<file path="config.mk">
export PLATFORM = sky130hd
export DESIGN_NAME = upps_top
export DESIGN_NICKNAME = d
export VERILOG_FILES = /design/src/rtl/upps_top.v
export VERILOG_INCLUDE_DIRS = /design/src /design/src/rtl
export SDC_FILE = /design/constraint.sdc
export NUM_CORES = 1
export LEC_CHECK = 0
export BUFFER_PORTS_ARGS = -buffer_cell sky130_fd_sc_hd__buf_2
export CELL_PAD_IN_SITES_DETAIL_PLACEMENT = 2
export CELL_PAD_IN_SITES_GLOBAL_PLACEMENT = 2
export CORE_MARGIN = 4
export CORE_UTILIZATION = 39
export DETAILED_ROUTE_END_ITERATION = 7
export PLACE_DENSITY = 0.77
export SYNTH_ARGS = -nofsm -noshare
export SYNTH_HDL_FRONTEND = slang
export SYNTH_SLANG_ARGS = --single-unit
</file>
<file path="constraint.sdc">
create_clock -name CLK -period 2.8 [get_ports CLK]
set_input_delay 0.56 -clock CLK [delete_from_list [all_inputs] [get_ports CLK]]
set_output_delay 0.56 -clock CLK [all_outputs]
set_load 0.01 [all_outputs]
</file>
<file path="src/rtl/upps_consts.vh">
// Constants for the user pin pass-through and analog switch control block
`ifndef UPPS_CONSTS_VH
`define UPPS_CONSTS_VH

// Register addresses carried in the command byte
`define UPPS_ADDR_PTEN     7'h01
`define UPPS_ADDR_SWCTRL   7'h02
`define UPPS_ADDR_PINCFG1  7'h04
`define UPPS_ADDR_PINCFG2  7'h05
`define UPPS_ADDR_PINCFG3  7'h06
`define UPPS_ADDR_PINCFG4  7'h07
`define UPPS_ADDR_PWMSEL   7'h08
`define UPPS_ADDR_EDGES    7'h09

// Reset values
`define UPPS_RST_PTEN      4'h0
`define UPPS_RST_SWCTRL    6'h00
`define UPPS_RST_PINCFG    7'h00
`define UPPS_RST_PWMSEL    8'h00
`define UPPS_RST_BYTE      8'h00

// Serial frame: bit count at end of command byte and end of frame
`define UPPS_CNT_W         5
`define UPPS_CNT_CMD       5'h08
`define UPPS_CNT_END       5'h10
`define UPPS_CNT_ZERO      5'h00
`define UPPS_CNT_ONE       5'h01

// Switch control register fields
`define UPPS_SW_A          5
`define UPPS_SW_B          4
`define UPPS_SW_1TOG       3
`define UPPS_SW_1CTL       2
`define UPPS_SW_2TOG       1
`define UPPS_SW_2CTL       0

// PWM selection register fields
`define UPPS_PW_AH         7
`define UPPS_PW_AL         6
`define UPPS_PW_BH         5
`define UPPS_PW_BL         4
`define UPPS_PW_1POL       3
`define UPPS_PW_2POL       2
`define UPPS_PW_1EN        1
`define UPPS_PW_2EN        0

// Pin configuration fields: mode[6:3], supply[2], polarity[1], level[0]
`define UPPS_PC_MODE_HI    6
`define UPPS_PC_MODE_LO    3
`define UPPS_PC_SUP        2
`define UPPS_PC_POL        1
`define UPPS_PC_LL         0

// Pin modes
`define UPPS_MD_GPI        4'h0
`define UPPS_MD_GPO        4'h1
`define UPPS_MD_SWA        4'h2
`define UPPS_MD_SWB        4'h3
`define UPPS_MD_CHANGEOVER_ONE      4'h4
`define UPPS_MD_CHANGEOVER_TWO      4'h5
`define UPPS_MD_PWM        4'hB
`define UPPS_MD_SHDN       4'hC
`define UPPS_MD_ALDAY      4'hD
`define UPPS_MD_DRDY       4'hF

`endif

</file>
<file path="src/rtl/upps_top.v">
// User pin pass-through, serial register port and analog switch control
`timescale 1ns/100ps
`include "upps_consts.vh"

// Summary of operation
// - Pins set to the same input function are ORed together.
// - Pass-through starts at chip select rise after a pass-through register write.
// - Pass-through ends at once when chip select falls.
// - Outside pass-through each pin follows its mode and logic level, except pin four while its enable is set.
// - Edge flags and level readback keep working during pass-through.
// - Pin four enable drives pin four low while active, high otherwise.
// - Pin three enable routes serial clock to pin three in pass-through.
// - Pin two enable routes serial data in to pin two in pass-through.
// - Pin one enable routes pin one input to serial data out.
// - Pass-through enables reset to zero.
// - Buffer switch A closes on register bit, assigned pin or PWM.
// - Buffer switch B uses the same OR from its own sources.
// - A pin adds its asserted state only when assigned to that switch.
// - PWM adds its polarity-defined on state only when selected.
// - Changeover one takes PWM through its own polarity bit.
// - Changeover one control ORs low bit, pins, PWM; high bit picks mode.
// - Ganged mode: both contacts follow the effective control.
// - Toggle mode: closed contact at zero, contacts swap at one.
// - Changeover two behaves alike with its own bits.
// - Switch control bits reset to zero.
// - Polarity one means asserted high, zero asserted low.
// - PWM mode routes PWM to the pin; disabled PWM idles at polarity level.
module upps_top (
  input  wire       CLK,
  input  wire       SYS_RST,
  input  wire       CE,
  input  wire       CS_N,
  input  wire       SCLK,
  input  wire       DIN,
  output reg        DOUT,
  input  wire [3:0] USER_PIN_IN,
  output reg  [3:0] USER_PIN_OUT,
  output reg  [3:0] USER_PIN_OE,
  output reg  [3:0] PIN_SUPPLY_SELECT,
  input  wire       PWM_WAVE,
  input  wire       PWM_ENABLE,
  output reg        BUFFER_A_SWITCH,
  output reg        BUFFER_B_SWITCH,
  output reg        NORMALLY_OPEN_CONTACT_ONE,
  output reg        NORMALLY_CLOSED_CONTACT_ONE,
  output reg        NORMALLY_OPEN_CONTACT_TWO,
  output reg        NORMALLY_CLOSED_CONTACT_TWO,
  output reg        PASSTHRU_ACTIVE
);

  // ************************************************************
  // Synchronisers and edge detection
  // ************************************************************
  reg  [1:0]                 cs_sync;
  reg  [1:0]                 sclk_sync;
  reg  [1:0]                 din_sync;
  reg  [3:0]                 pin_meta;
  reg  [3:0]                 pin_sync;
  reg                        cs_prev;
  reg                        sclk_prev;
  reg  [3:0]                 pin_prev;
  wire                       cs_n_s;
  wire                       sclk_s;
  wire                       din_s;
  wire                       sclk_rise;
  wire                       sclk_fall;
  wire                       cs_rise;
  wire                       cs_fall;

  assign cs_n_s    = cs_sync[1];
  assign sclk_s    = sclk_sync[1];
  assign din_s     = din_sync[1];
  assign sclk_rise = sclk_s & ~sclk_prev;
  assign sclk_fall = ~sclk_s & sclk_prev;
  assign cs_rise   = cs_n_s & ~cs_prev;
  assign cs_fall   = ~cs_n_s & cs_prev;

  // Two flops on chip select, serial clock, data in and user pins, then a history flop for edges
  always @(posedge CLK) begin
    if (SYS_RST) begin
      cs_sync   <= 2'h3;
      sclk_sync <= 2'h0;
      din_sync  <= 2'h0;
      pin_meta  <= 4'h0;
      pin_sync  <= 4'h0;
      cs_prev   <= 1'b1;
      sclk_prev <= 1'b0;
      pin_prev  <= 4'h0;
    end else if (CE) begin
      cs_sync   <= {cs_sync[0], CS_N};
      sclk_sync <= {sclk_sync[0], SCLK};
      din_sync  <= {din_sync[0], DIN};
      pin_meta  <= USER_PIN_IN;
      pin_sync  <= pin_meta;
      cs_prev   <= cs_n_s;
      sclk_prev <= sclk_s;
      pin_prev  <= pin_sync;
    end
  end

  // ************************************************************
  // Registers
  // ************************************************************
  reg  [3:0]                 pt_en;
  reg  [5:0]                 analog_switch_control;
  reg  [6:0]                 pin_cfg [0:3];
  reg  [7:0]                 pwm_sel;
  reg  [3:0]                 rise_flag;
  reg  [3:0]                 fall_flag;

  // ************************************************************
  // Serial register port
  // ************************************************************
  reg  [`UPPS_CNT_W-1:0]     bit_cnt;
  reg  [15:0]                shift_in;
  reg  [7:0]                 shift_out;
  reg                        read_cmd;
  reg                        pt_write_done;
  reg                        pt_active;
  reg  [7:0]                 edge_snap;
  reg  [7:0]                 read_data;
  wire [15:0]                next_shift;
  wire [6:0]                 cmd_addr;
  wire                       frame_end;
  wire                       cmd_end;
  wire                       write_end;
  wire [3:0]                 rise_now;
  wire [3:0]                 fall_now;
  wire [7:0]                 edge_clear;

  assign next_shift = {shift_in[14:0], din_s};
  assign cmd_addr   = cmd_end ? next_shift[7:1] : next_shift[15:9];
  assign cmd_end    = ~cs_n_s & sclk_rise & (bit_cnt == `UPPS_CNT_CMD - `UPPS_CNT_ONE);
  assign frame_end  = ~cs_n_s & sclk_rise & (bit_cnt == `UPPS_CNT_END - `UPPS_CNT_ONE);
  assign write_end  = frame_end & ~read_cmd;
  assign rise_now   = pin_sync & ~pin_prev;
  assign fall_now   = ~pin_sync & pin_prev;
  assign edge_clear = (frame_end & read_cmd && cmd_addr == `UPPS_ADDR_EDGES) ?
                      edge_snap : `UPPS_RST_BYTE;

  // Read data selection for the addressed register, zero when unmapped
  always @* begin
    read_data = `UPPS_RST_BYTE;
    case (cmd_addr)
      `UPPS_ADDR_PTEN:    read_data = {pt_en, 4'h0};
      `UPPS_ADDR_SWCTRL:  read_data = {analog_switch_control, 2'h0};
      `UPPS_ADDR_PINCFG1: read_data = {1'b0, pin_cfg[0][6:1], pin_sync[0]};
      `UPPS_ADDR_PINCFG2: read_data = {1'b0, pin_cfg[1][6:1], pin_sync[1]};
      `UPPS_ADDR_PINCFG3: read_data = {1'b0, pin_cfg[2][6:1], pin_sync[2]};
      `UPPS_ADDR_PINCFG4: read_data = {1'b0, pin_cfg[3][6:1], pin_sync[3]};
      `UPPS_ADDR_PWMSEL:  read_data = pwm_sel;
      `UPPS_ADDR_EDGES:   read_data = {rise_flag, fall_flag};
      default:            read_data = `UPPS_RST_BYTE;
    endcase
  end

  // Shift in command and data on clock rise, shift out on clock fall
  always @(posedge CLK) begin
    if (SYS_RST) begin
      bit_cnt       <= `UPPS_CNT_ZERO;
      shift_in      <= 16'h0000;
      shift_out     <= `UPPS_RST_BYTE;
      read_cmd      <= 1'b0;
      edge_snap     <= `UPPS_RST_BYTE;
      pt_write_done <= 1'b0;
      pt_active     <= 1'b0;
    end else if (CE) begin
      if (cs_n_s) begin
        bit_cnt <= `UPPS_CNT_ZERO;
      end else if (sclk_rise && bit_cnt != `UPPS_CNT_END) begin
        bit_cnt  <= bit_cnt + `UPPS_CNT_ONE;
        shift_in <= next_shift;
      end
      if (cmd_end) begin
        read_cmd  <= next_shift[0];
        shift_out <= read_data;
        edge_snap <= {rise_flag, fall_flag};
      end else if (~cs_n_s & sclk_fall & read_cmd) begin
        shift_out <= {shift_out[6:0], 1'b0};
      end
      if (cs_fall) begin
        pt_write_done <= 1'b0;
      end else if (write_end && cmd_addr == `UPPS_ADDR_PTEN) begin
        pt_write_done <= 1'b1;
      end
      if (cs_fall) begin
        pt_active <= 1'b0;
      end else if (cs_rise & pt_write_done) begin
        pt_active <= 1'b1;
      end
    end
  end

  // Register writes at the end of a full write frame
  always @(posedge CLK) begin
    if (SYS_RST) begin
      pt_en      <= `UPPS_RST_PTEN;
      analog_switch_control    <= `UPPS_RST_SWCTRL;
      pin_cfg[0] <= `UPPS_RST_PINCFG;
      pin_cfg[1] <= `UPPS_RST_PINCFG;
      pin_cfg[2] <= `UPPS_RST_PINCFG;
      pin_cfg[3] <= `UPPS_RST_PINCFG;
      pwm_sel    <= `UPPS_RST_PWMSEL;
    end else if (CE && write_end) begin
      case (cmd_addr)
        `UPPS_ADDR_PTEN:    pt_en      <= next_shift[7:4];
        `UPPS_ADDR_SWCTRL:  analog_switch_control    <= next_shift[7:2];
        `UPPS_ADDR_PINCFG1: pin_cfg[0] <= next_shift[6:0];
        `UPPS_ADDR_PINCFG2: pin_cfg[1] <= next_shift[6:0];
        `UPPS_ADDR_PINCFG3: pin_cfg[2] <= next_shift[6:0];
        `UPPS_ADDR_PINCFG4: pin_cfg[3] <= next_shift[6:0];
        `UPPS_ADDR_PWMSEL:  pwm_sel    <= next_shift[7:0];
        default:            pwm_sel    <= pwm_sel;
      endcase
    end
  end

  // Edge flags keep running in pass-through; a new edge beats the clear
  always @(posedge CLK) begin
    if (SYS_RST) begin
      rise_flag <= 4'h0;
      fall_flag <= 4'h0;
    end else if (CE) begin
      rise_flag <= (rise_flag & ~edge_clear[7:4]) | rise_now;
      fall_flag <= (fall_flag & ~edge_clear[3:0]) | fall_now;
    end
  end

  // Serial data out: pin one in pass-through with pin one enable set, else read data
  always @(posedge CLK) begin
    if (SYS_RST) begin
      DOUT <= 1'b0;
    end else if (CE) begin
      if (pt_active & pt_en[0]) begin
        DOUT <= pin_sync[0];
      end else begin
        DOUT <= shift_out[7];
      end
    end
  end

  // ************************************************************
  // User pins
  // ************************************************************
  wire [3:0]                 pt_drive;
  wire [3:0]                 pt_value;
  wire [3:0]                 asserted;
  wire [3:0]                 to_swa;
  wire [3:0]                 to_swb;
  wire [3:0]                 to_sp1;
  wire [3:0]                 to_sp2;
  reg  [3:0]                 next_out;
  reg  [3:0]                 next_oe;

  assign pt_drive = {pt_en[3], pt_en[2] & pt_active, pt_en[1] & pt_active, 1'b0};
  assign pt_value = {~pt_active, sclk_s, din_s, 1'b0};

  genvar g;
  generate
    for (g = 0; g < 4; g = g + 1) begin : pin_gen
      wire [3:0] mode;
      wire       pol;
      assign mode = pin_cfg[g][`UPPS_PC_MODE_HI:`UPPS_PC_MODE_LO];
      assign pol  = pin_cfg[g][`UPPS_PC_POL];
      assign asserted[g] = ~(pin_sync[g] ^ pol);
      assign to_swa[g] = asserted[g] & (mode == `UPPS_MD_SWA);
      assign to_swb[g] = asserted[g] & (mode == `UPPS_MD_SWB);
      assign to_sp1[g] = asserted[g] & (mode == `UPPS_MD_CHANGEOVER_ONE);
      assign to_sp2[g] = asserted[g] & (mode == `UPPS_MD_CHANGEOVER_TWO);

      // Pin drive from pass-through or from mode and logic level
      always @* begin
        next_oe[g]  = 1'b0;
        next_out[g] = 1'b0;
        if (pt_drive[g]) begin
          next_oe[g]  = 1'b1;
          next_out[g] = pt_value[g];
        end else begin
          case (mode)
            `UPPS_MD_GPO: begin
              next_oe[g]  = 1'b1;
              next_out[g] = pin_cfg[g][`UPPS_PC_LL];
            end
            `UPPS_MD_PWM: begin
              next_oe[g]  = 1'b1;
              next_out[g] = PWM_ENABLE ? ~(PWM_WAVE ^ pol) : pol;
            end
            `UPPS_MD_SHDN, `UPPS_MD_ALDAY, `UPPS_MD_DRDY: begin
              next_oe[g]  = 1'b1;
              next_out[g] = ~pol;
            end
            default: begin
              next_oe[g]  = 1'b0;
              next_out[g] = 1'b0;
            end
          endcase
        end
      end

      // Pin output flops
      always @(posedge CLK) begin
        if (SYS_RST) begin
          USER_PIN_OUT[g]      <= 1'b0;
          USER_PIN_OE[g]       <= 1'b0;
          PIN_SUPPLY_SELECT[g] <= 1'b0;
        end else if (CE) begin
          USER_PIN_OUT[g]      <= next_out[g];
          USER_PIN_OE[g]       <= next_oe[g];
          PIN_SUPPLY_SELECT[g] <= pin_cfg[g][`UPPS_PC_SUP];
        end
      end
    end
  endgenerate

  // ************************************************************
  // Analog switch control
  // ************************************************************
  wire                       pwm_a;
  wire                       pwm_b;
  wire                       pwm_1;
  wire                       pwm_2;
  wire                       eff_a;
  wire                       eff_b;
  wire                       eff_1;
  wire                       eff_2;

  // PWM on state per switch, zero when not selected
  assign pwm_a = (pwm_sel[`UPPS_PW_AH] & PWM_WAVE) | (pwm_sel[`UPPS_PW_AL] & ~PWM_WAVE);
  assign pwm_b = (pwm_sel[`UPPS_PW_BH] & PWM_WAVE) | (pwm_sel[`UPPS_PW_BL] & ~PWM_WAVE);
  assign pwm_1 = pwm_sel[`UPPS_PW_1EN] & ~(PWM_WAVE ^ pwm_sel[`UPPS_PW_1POL]);
  assign pwm_2 = pwm_sel[`UPPS_PW_2EN] & ~(PWM_WAVE ^ pwm_sel[`UPPS_PW_2POL]);

  // Effective controls: OR of register bit, assigned pins and PWM
  assign eff_a = analog_switch_control[`UPPS_SW_A] | (|to_swa) | pwm_a;
  assign eff_b = analog_switch_control[`UPPS_SW_B] | (|to_swb) | pwm_b;
  assign eff_1 = analog_switch_control[`UPPS_SW_1CTL] | (|to_sp1) | pwm_1;
  assign eff_2 = analog_switch_control[`UPPS_SW_2CTL] | (|to_sp2) | pwm_2;

  // Switch drive flops, one clock after the inputs
  always @(posedge CLK) begin
    if (SYS_RST) begin
      BUFFER_A_SWITCH             <= 1'b0;
      BUFFER_B_SWITCH             <= 1'b0;
      NORMALLY_OPEN_CONTACT_ONE   <= 1'b0;
      NORMALLY_CLOSED_CONTACT_ONE <= 1'b0;
      NORMALLY_OPEN_CONTACT_TWO   <= 1'b0;
      NORMALLY_CLOSED_CONTACT_TWO <= 1'b0;
      PASSTHRU_ACTIVE             <= 1'b0;
    end else if (CE) begin
      BUFFER_A_SWITCH             <= eff_a;
      BUFFER_B_SWITCH             <= eff_b;
      NORMALLY_OPEN_CONTACT_ONE   <= eff_1;
      NORMALLY_CLOSED_CONTACT_ONE <= analog_switch_control[`UPPS_SW_1TOG] ? ~eff_1 : eff_1;
      NORMALLY_OPEN_CONTACT_TWO   <= eff_2;
      NORMALLY_CLOSED_CONTACT_TWO <= analog_switch_control[`UPPS_SW_2TOG] ? ~eff_2 : eff_2;
      PASSTHRU_ACTIVE             <= pt_active;
    end
  end

endmodule

</file>
==> results of run 1 <==
[sequential cells by signal (all words and copies together), names as in the netlist, 2 cells and up]
register / cells
pin_prev: 4
sclk_sync: 2
edge_snap: 8
rise_flag: 4
PIN_SUPPLY_SELECT: 4
shift_out: 8
shift_in: 15
pin_cfg: 28
pin_sync: 4
din_sync: 2
USER_PIN_OUT: 4
fall_flag: 4
USER_PIN_OE: 4
pin_meta: 4
pt_en: 4
bit_cnt: 5
pwm_sel: 8
cs_sync: 2
analog_switch_control: 6
[per-stage QoR]
stage / cell area, µm² / setup WS (ns) / hold slack [ns]
after floorplan: 6390 / 0.420 / 0.431
after global placement: 6770 / 0.397 / 0.444
after detailed placement: 6770 / 0.303 / 0.462
after CTS: 7340 / 0.285 / 0.328
after global routing: 7340 / 0.146 / 0.354
final: 7340 / 0.300 / 0.344
[how the worst max path moves through the flow]
stage	from	endpoint	slack (ns)
2_1_floorplan	bit_cnt[1]	pin_cfg[0][0]	0.42
6_report	shift_in[3]	pin_cfg[1][0]	0.30
4_1_cts	shift_in[3]	pin_cfg[1][0]	0.29
3_3_place_gp	sclk_sync[1]	shift_out[6]	0.40
5_1_grt	shift_in[3]	pin_cfg[1][0]	0.15
3_5_place_dp	shift_in[3]	pin_cfg[1][0]	0.30
[cell usage after synthesis, types with 15 or more instances]
| library cell | number |
|---|---|
| sky130_fd_sc_hd__dfxtp_1 | 105 |
| sky130_fd_sc_hd__nor2_1 | 89 |
| sky130_fd_sc_hd__nand2_1 | 88 |
| sky130_fd_sc_hd__a21oi_1 | 58 |
| sky130_fd_sc_hd__mux2i_1 | 36 |
| sky130_fd_sc_hd__clkbuf_1 | 33 |
| sky130_fd_sc_hd__nand3_1 | 33 |
| sky130_fd_sc_hd__and2_1 | 29 |
| sky130_fd_sc_hd__edfxtp_1 | 28 |
| sky130_fd_sc_hd__a22oi_1 | 21 |
| sky130_fd_sc_hd__a211oi_1 | 15 |
[worst register-to-register path, cell delays in order (launching register included)]
cell and delay, ns:
sky130_fd_sc_hd__dfxtp_1 0.49, sky130_fd_sc_hd__nor4_4 0.51, sky130_fd_sc_hd__nand3_2 0.17, sky130_fd_sc_hd__mux2i_4 0.40, sky130_fd_sc_hd__nor3b_1 0.56, sky130_fd_sc_hd__and2_1 0.23
[layout make-up]
type                            count  share of cell area
Sequential cell                   133               0.401
Clock buffer                       21              0.0656
Timing Repair Buffer               49              0.0416
Multi-Input combinational cell    516               0.438
Inverter                           11             0.00562
Tap cell                          216              0.0368
Clock inverter                     11              0.0118
[power groups by stage]
stage                     clock [W]  sequential (W)  combinational [W]
after floorplan                   0         0.00209           0.000149
after global placement            0         0.00211           0.000206
after detailed placement          0         0.00211           0.000218
after CTS                   0.00221         0.00207           0.000222
after global routing        0.00229         0.00208           0.000241
final                       0.00216         0.00208           0.000218
[layer usage]
metal / track usage / vias up
li1: - / 2557
met1: 0.303 / 2845
met2: 0.430 / 135
met3: 0.0426 / 33
met4: 0.0812 / 0
met5: 0 / -
[logic make-up (layout without fill, tap and decap cells)]
logic type,after synthesis,count (layout),share of synthesized area
compound gates,140,140,0.143
mux,45,45,0.0793
flops,133,133,0.461
xor+xnor,13,13,0.0178
fa+ha+maj,3,3,0.00588
buf+inv,58,92,0.0372
simple gates,315,315,0.256
==> impl_metrics.json, run 1 <==
{
  "post_cts_hold_buffer_count": 0,
  "holdCritStartpoint": "CS_N",
  "cts_max_path_buffers": 2,
  "final_util": 0.460,
  "worst_path_dominant_cell_family": "simple AND/OR/NAND/NOR gates",
  "drt-vias-per-instance": 5.82,
  "static-leakage-power_nw": 2.73,
  "globalRoute.totalOverflow": 0,
  "max-slew-margin-rel": 0.562,
  "n_fill_cell": 1755,
  "ctsResizeCount": 0,
  "wl_met3_um": 875,
  "rsz0062_at_grt": "false",
  "timing.reg2reg.worst_path_depth": 5,
  "power.clock.fraction": 0.486,
  "timing.critical_path.cells": "nor4_4 > nand3_2 > mux2i_4 > nor3b_1 > and2_1",
  "num_antenna_cells": 0,
  "drive_above_1_share": 0.143,
  "totalNegativeSetupSlack_ns": 0,
  "commonest_register_cell_after_synthesis": "sky130_fd_sc_hd__dfxtp_1",
  "clock_skew_ns": 0.00829,
  "irDropWorstVdd_v": 0.000441,
  "layout_commonest_cell": "sky130_fd_sc_hd__dfxtp_1",
  "core_area_um2": 15900,
  "r2r-end": "pin_cfg[1][0]",
  "register_area_um2": 2940,
  "number_of_slew_limit_violations_in_the_final_report": 0,
  "drt_first_iter_violations": 417,
  "first_global_vias": 6125,
  "criticalPathCategory": "register to register",
  "drt-pass1-iter-count": 5,
  "m1WireLength_um": 9510,
  "floorplan.rows": 46,
  "final_hold_violating_endpoints": 0,
  "synth-edff-count": 28,
  "globalRouteTotalUtil": 0.245,
  "synth_sequential_area_ratio": 0.461,
  "die_w_um": 136,
  "power.density_cell_area_nw_per_um2": 607,
  "p_switching_w": 0.00112,
  "post_synth_instance_area_um2": 6390,
  "final_antenna_net_count": 0,
  "ys.warnings.count": 0,
  "postSynthAreaPerCell_um2": 9.04,
  "critical_path_depth": 5,
  "initial_core_util": 0.401,
  "worst-endpoint-arrival_ns": 2.79,
  "critPathMaxFanout": 12,
  "comb_power_share": 0.049,
  "clock_tree.root_cell": "sky130_fd_sc_hd__clkbuf_16",
  "synthDominantCellAreaShare": 0.329,
  "area_of_the_multi_input_gates_um2": 3210,
  "finalNonFillerCells": 957,
  "p_seq_frac": 0.465,
  "dpl.hpwl_um": 15500,
  "worst_hold_path_type": "input port to register",
  "crit_required_ns": 3.09,
  "top_layer": "met4",
  "inst_count_dp": 925,
  "yosys.area.top_type": "sky130_fd_sc_hd__dfxtp_1",
  "detail_route.drc_violations": 0,
  "power.internal_w": 0.00334,
  "maximum_number_of_pins_on_one_net_before_global_route_repair": 75,
  "crit_path_end_kind": "register",
  "switching_part_of_the_total": 0.252,
  "min_to": "cs_sync[0]",
  "min_delay_path_depth": 2,
  "clock_tree.htree_level_count": 4,
  "routed-wl-met2_um": 11000,
  "grt_first_pass_wirelength_um": 34600,
  "cts_inserted_buffers": 17,
  "fin_total_pwr_w": 0.00446,
  "postSynthNetCount": 722,
  "wl_per_cell_um": 22.8,
  "setup_viol": 0,
  "final_min_period_over_clock_period": 0.893,
  "asyncSetResetFlopFracSynth": 0,
  "run_status": "complete, no violations",
  "timing.fmax_mhz": 400,
  "crit_path_start_kind": "register",
  "worst_path_largest_cell_delay_ns": 0.56,
  "syn_inst": 707,
  "insertion_delay_ns": 0.43,
  "globalplace.congestion": 0.884,
  "layout_common_cells": "sky130_fd_sc_hd__dfxtp_1, sky130_fd_sc_hd__nor2_1, sky130_fd_sc_hd__nand2_1",
  "tightestPinTransition_ns": 0.652,
  "cts_num_sinks": 133,
  "die_y_extent_um": 136,
  "vias": 5570,
  "timing.critical_path.buf_inv": 0,
  "placement.io_buffers": 31,
  "yosys-top-cells-area": "sky130_fd_sc_hd__dfxtp_1, sky130_fd_sc_hd__edfxtp_1, sky130_fd_sc_hd__mux2i_1",
  "floorplan.die_area_um2": 18500,
  "area.growth.synth_to_final_pct": 14.9,
  "clkTransAtPathRegs_ns": 0.06,
  "shortest_clock_period_the_worst_path_allows_after_layout_ns": 2.50,
  "synth_cell_type_count": 69,
  "timing.critical_path.slowest_stage_cell": "sky130_fd_sc_hd__nor3b_1",
  "post-cts-setup-buffers": 0,
  "ff2ff_setup_slack_ns": 0.30,
  "drv_cap": 0,
  "routed_wirelength_um": 21800,
  "floorplan.io_pins": 32,
  "finish.net_count": 743,
  "tritoncts_clock_tree": "yes",
  "regToRegStartpoint": "shift_in[3]",
  "antenna_found_initial": 0,
  "synth_seq_cells": 133
}
No activity file was read; power rests on OpenSTA's default activity.
==> run 2: changes to the inputs <==
CELL_PAD_IN_SITES_DETAIL_PLACEMENT = default   (was 2)
CELL_PAD_IN_SITES_GLOBAL_PLACEMENT = default   (was 2)
CORE_UTILIZATION = 60   (was 39)
PLACE_DENSITY = 0.75   (was 0.77)
==> run 2 against run 1 <==
  * Final area fell by 2.2%
  * Clock power fell by 4%
  * Critical path depth rose by 2
  * Clock-buffer cell count shrank 3
  * Largest cell class unchanged
  * Critical path type unchanged
  * Die area shrank 33%
  * Largest power group unchanged
  * Worst hold slack worse by 0.095 ns
  * Sequential share of layout area up 0.89 points
  * Combinational power decreased by 6%
  * First-iteration DRC count increased by 64%
  * Total power decreased by 2.4%
==> impl_metrics.json, run 2 (synthesis results as in run 1) <==
{
  "crit_required_ns": 3.21,
  "criticalPathCategory": "register to register",
  "ctsResizeCount": 0,
  "critPathMaxFanout": 14,
  "timing.final.ws_setup_ns": 0.293,
  "power.density_cell_area_nw_per_um2": 606,
  "fin_total_pwr_w": 0.00435,
  "drv_cap": 0,
  "clock_tree.root_cell": "sky130_fd_sc_hd__clkbuf_8",
  "shortest_clock_period_the_worst_path_allows_after_layout_ns": 2.51,
  "p_seq_frac": 0.476,
  "final_antenna_net_count": 0,
  "largest_register_ff_count": 28,
  "layout_common_cells": "sky130_fd_sc_hd__dfxtp_1, sky130_fd_sc_hd__nor2_1, sky130_fd_sc_hd__nand2_1",
  "final_hold_violating_endpoints": 0,
  "vias": 5404,
  "crit_path_end_kind": "register",
  "placed_area_um2": 6630,
  "drt-vias-per-instance": 6.20,
  "die_y_extent_um": 111,
  "drt_first_iter_violations": 682,
  "timing.fmax_mhz": 399,
  "antenna_found_initial": 0,
  "cts_num_sinks": 133,
  "dpl.hpwl_um": 11400,
  "largest_register": "pin_cfg",
  "tightestPinTransition_ns": 0.704,
  "setup_viol": 0,
  "rsz0062_at_grt": "false",
  "worst-endpoint-arrival_ns": 2.92,
  "crit_path_start_kind": "register",
  "clock_skew_ns": 0.00619,
  "die_w_um": 111,
  "globalRouteTotalUtil": 0.273,
  "initial_core_util": 0.616,
  "area.growth.synth_to_final_pct": 12.4,
  "maximum_number_of_pins_on_one_net_before_global_route_repair": 69,
  "worst_hold_path_type": "input port to register",
  "max-slew-margin-rel": 0.531,
  "detail_route.drc_violations": 0,
  "cts_max_path_buffers": 2,
  "first_global_vias": 5116,
  "floorplan.die_area_um2": 12400,
  "totalNegativeSetupSlack_ns": 0,
  "grt_first_pass_wirelength_um": 27000,
  "num_antenna_cells": 0,
  "globalplace.congestion": 0.967,
  "floorplan.io_pins": 32,
  "core_area_um2": 10400,
  "clkTransAtPathRegs_ns": 0.06,
  "post_cts_hold_buffer_count": 0,
  "static-leakage-power_nw": 2.68,
  "wl_per_cell_um": 19.0,
  "power.internal_w": 0.00335,
  "run_status": "complete, no violations",
  "n_fill_cell": 825,
  "tritoncts_clock_tree": "yes",
  "routed_wirelength_um": 16500,
  "final_area_um2": 7180,
  "detailedPlace.worstSlack_ns": 0.326,
  "floorplan.rows": 37,
  "final_min_period_over_clock_period": 0.895,
  "switching_part_of_the_total": 0.231,
  "final_util": 0.692,
  "insertion_delay_ns": 0.53,
  "finish.net_count": 737,
  "layout_commonest_cell": "sky130_fd_sc_hd__dfxtp_1",
  "drt-pass1-iter-count": 5,
  "power.clock.fraction": 0.477,
  "comb_power_share": 0.047,
  "p_switching_w": 0.00100,
  "globalRoute.totalOverflow": 0,
  "post-cts-setup-buffers": 0,
  "placement.io_buffers": 31,
  "number_of_slew_limit_violations_in_the_final_report": 0,
  "cts_inserted_buffers": 17,
  "drive_above_1_share": 0.135,
  "largest_registers": "pin_cfg (28), shift_in (15)",
  "clock_tree.htree_level_count": 4,
  "irDropWorstVdd_v": 0.000412
}
run 2: cell count changes in the layout (fill, tap and decap cells not counted), moves of 2 or more:
cell,change
sky130_fd_sc_hd__buf_4,-6
sky130_fd_sc_hd__clkinv_2,+4
sky130_fd_sc_hd__inv_6,-3
sky130_fd_sc_hd__bufinv_16,+2
sky130_fd_sc_hd__clkbuf_16,-2
sky130_fd_sc_hd__clkinv_4,-2
sky130_fd_sc_hd__clkinvlp_4,+2
run 2: final cells by class:
class	instances	area, µm²	area share
inverter	11	41.3	0.00575
tap	136	170	0.0237
timing repair buffer	43	260	0.0362
clock inverter	14	135	0.0188
sequential	133	2940	0.410
multi-input combinational	516	3210	0.447
clock buffer	18	418	0.0582
run 2: final timing paths:
path                    start      endpoint  slack [ns]  depth (start not counted)
setup / recovery   bit_cnt[1]  rise_flag[0]        0.29                          7
hold / removal           CS_N    cs_sync[0]        0.25                          2
setup reg to reg   bit_cnt[1]  rise_flag[0]        0.29                          7
hold reg to reg   shift_in[7]   shift_in[7]        0.47                          2
run 2: worst max-delay path: stages, from the launching register on:
cell and delay (ns):
sky130_fd_sc_hd__dfxtp_1 0.37, sky130_fd_sc_hd__ha_1 0.29, sky130_fd_sc_hd__nand4_4 0.32, sky130_fd_sc_hd__mux2i_4 0.44, sky130_fd_sc_hd__nor4b_4 0.57, sky130_fd_sc_hd__nand2_1 0.13
sky130_fd_sc_hd__a21oi_1 0.18, sky130_fd_sc_hd__nor2_1 0.06
run 2: power groups by stage:
stage | sequential (W) | clock, W | combinational [W]
2_1_floorplan | 0.00209 | 0 | 0.000149
6_report | 0.00207 | 0.00208 | 0.000205
4_1_cts | 0.00207 | 0.00209 | 0.000205
5_1_grt | 0.00208 | 0.00219 | 0.000226
3_3_place_gp | 0.00211 | 0 | 0.000196
3_5_place_dp | 0.00211 | 0 | 0.000203
run 2: stage by stage:
step	cells	hold WS (ns)
4_1_cts	871	0.238
3_3_place_gp	839	0.447
3_5_place_dp	839	0.459
2_1_floorplan	707	0.431
6_report	871	0.249
5_1_grt	871	0.251
run 2: metal layers:
layer / vias to the layer above / track usage / part of all wire / wire length, µm
li1: 2559 / - / - / -
met1: 2569 / 0.377 / 0.43 / 7160
met2: 239 / 0.416 / 0.46 / 7570
met3: 37 / 0.0595 / 0.085 / 1410
met4: 0 / 0.117 / 0.024 / 404
met5: - / 0 / 0 / 0
==> run 3: changes to the inputs <==
clock period = 2.5 ns   (was 2.8 ns; I/O delays follow)
==> run 3 against run 2 <==
  * Clock-buffer cell count grew 2
  * Die area did not move
  * Critical path depth is the same
  * Critical path type unchanged
  * Largest power group unchanged
==> impl_metrics.json, run 3 (synthesis results as in run 1) <==
{
  "drive_above_1_share": 0.151,
  "finish.net_count": 750,
  "crit_required_ns": 2.93,
  "number_of_slew_limit_violations_in_the_final_report": 0,
  "layout_common_cells": "sky130_fd_sc_hd__dfxtp_1, sky130_fd_sc_hd__nor2_1, sky130_fd_sc_hd__nand2_1",
  "tritoncts_clock_tree": "yes",
  "drv_cap": 0,
  "cts_num_sinks": 133,
  "vias": 5483,
  "shortest_clock_period_the_worst_path_allows_after_layout_ns": 2.35,
  "drt-vias-per-instance": 6.20,
  "placement.io_buffers": 31,
  "holdCritStartpoint": "CS_N",
  "cts_max_path_buffers": 2,
  "post-cts-setup-buffers": 0,
  "critPathMaxFanout": 9,
  "tightestPinTransition_ns": 0.713,
  "area.growth.synth_to_final_pct": 14.2,
  "largest_registers": "pin_cfg (28), shift_in (15)",
  "globalRoute.totalOverflow": 0,
  "final_hold_violating_endpoints": 0,
  "crit_path_start_kind": "register",
  "clock_tree.htree_level_count": 4,
  "crit_path_start": "shift_in[6]",
  "cts_inserted_buffers": 17,
  "antenna_found_initial": 0,
  "detail_route.drc_violations": 0,
  "static-leakage-power_nw": 2.77,
  "layout_commonest_cell": "sky130_fd_sc_hd__dfxtp_1",
  "max-slew-margin-rel": 0.525,
  "clock_tree.root_cell": "sky130_fd_sc_hd__clkbuf_8",
  "die_w_um": 111,
  "setup_viol": 0,
  "power.density_cell_area_nw_per_um2": 684,
  "maximum_number_of_pins_on_one_net_before_global_route_repair": 59,
  "clock_skew_ns": 0.0101,
  "power.internal_w": 0.00384,
  "worst_hold_path_type": "input port to register",
  "rsz0062_at_grt": "false",
  "wl_per_cell_um": 19.1,
  "p_switching_w": 0.00115,
  "floorplan.die_area_um2": 12400,
  "die_y_extent_um": 111,
  "first_global_vias": 5105,
  "timing.reg2reg.worst_path_depth": 7,
  "insertion_delay_ns": 0.54,
  "clkTransAtPathRegs_ns": 0.06,
  "final_antenna_net_count": 0,
  "final_util": 0.704,
  "largest_register": "pin_cfg",
  "ctsResizeCount": 0,
  "crit_path_end_kind": "register",
  "floorplan.io_pins": 32,
  "drt-pass1-iter-count": 7,
  "drt_first_iter_violations": 817,
  "totalNegativeSetupSlack_ns": 0,
  "grt_first_pass_wirelength_um": 27300,
  "comb_power_share": 0.047,
  "regToRegStartpoint": "shift_in[6]",
  "num_antenna_cells": 0,
  "routed_wirelength_um": 16900,
  "post_cts_hold_buffer_count": 0,
  "initial_core_util": 0.616,
  "switching_part_of_the_total": 0.230,
  "power.clock.fraction": 0.489,
  "p_seq_frac": 0.464,
  "irDropWorstVdd_v": 0.000561,
  "largest_register_ff_count": 28,
  "run_status": "complete, no violations",
  "worst-endpoint-arrival_ns": 2.79,
  "dpl.hpwl_um": 11800,
  "final_min_period_over_clock_period": 0.941,
  "timing.fmax_mhz": 425,
  "globalplace.congestion": 0.977,
  "criticalPathCategory": "register to register",
  "globalRouteTotalUtil": 0.281,
  "min_delay_path_depth": 2,
  "core_area_um2": 10400,
  "floorplan.rows": 37
}
run 3: changes by cell type in the layout (fill, tap and decap cells not counted), sizes merged:
| cell | change |
|---|---|
| clkinvlp | -3 |
| clkinv | +1 |
| buf | +13 |
| clkbuf | +2 |
run 3: critical path: stages (launching register included):
cell                       delay, ns
sky130_fd_sc_hd__dfxtp_1        0.43
sky130_fd_sc_hd__nor4_4         0.50
sky130_fd_sc_hd__nand4_1        0.22
sky130_fd_sc_hd__mux2i_4        0.44
sky130_fd_sc_hd__a22oi_1        0.13
sky130_fd_sc_hd__nand2_1        0.16
sky130_fd_sc_hd__o21ai_1        0.07
sky130_fd_sc_hd__a211oi_1       0.30
run 3: power by group through the flow:
| stage | Clock [W] | Sequential, W | Combinational [W] |
|---|---|---|---|
| 3_5_place_dp | 0 | 0.00236 | 0.000230 |
| 4_1_cts | 0.00247 | 0.00231 | 0.000232 |
| 3_3_place_gp | 0 | 0.00236 | 0.000223 |
| 6_report | 0.00244 | 0.00232 | 0.000233 |
| 5_1_grt | 0.00258 | 0.00232 | 0.000256 |
| 2_1_floorplan | 0 | 0.00234 | 0.000167 |
run 3: worst paths after layout:
kind,endpoint,slack [ns]
worst min register to register,shift_in[8],0.46
worst max-delay path,shift_out[5],0.15
worst min-delay path,cs_sync[0],0.17
worst max register to register,shift_out[5],0.15
run 3: area by class of cell:
cell class                 count  area [µm²]
multi-input combinational    516        3210
fill                         815        3070
sequential                   133        2940
clock buffer                  20         457
timing repair buffer          56         345
tap                          136         170
clock inverter                12         126
inverter                      11        41.3
run 3: metal layers:
metal / vias up / global-route usage / share of wire
met5: - / 0 / 0
met4: 0 / 0.131 / 0.030
met3: 49 / 0.0786 / 0.097
met2: 268 / 0.425 / 0.45
met1: 2589 / 0.373 / 0.42
li1: 2577 / - / -
run 3: per-stage QoR:
step | hold WS (ns) | instances | setup slack [ns] | total power (W) | cell area (µm²)
global route | 0.159 | 884 | 0.0103 | 0.00516 | 7300
detailed placement | 0.450 | 852 | 0.171 | 0.00259 | 6710
CTS | 0.142 | 884 | 0.154 | 0.00501 | 7300
global placement | 0.449 | 852 | 0.257 | 0.00258 | 6710
finish | 0.165 | 884 | 0.146 | 0.00499 | 7300
floorplan | 0.431 | 707 | 0.120 | 0.00250 | 6390
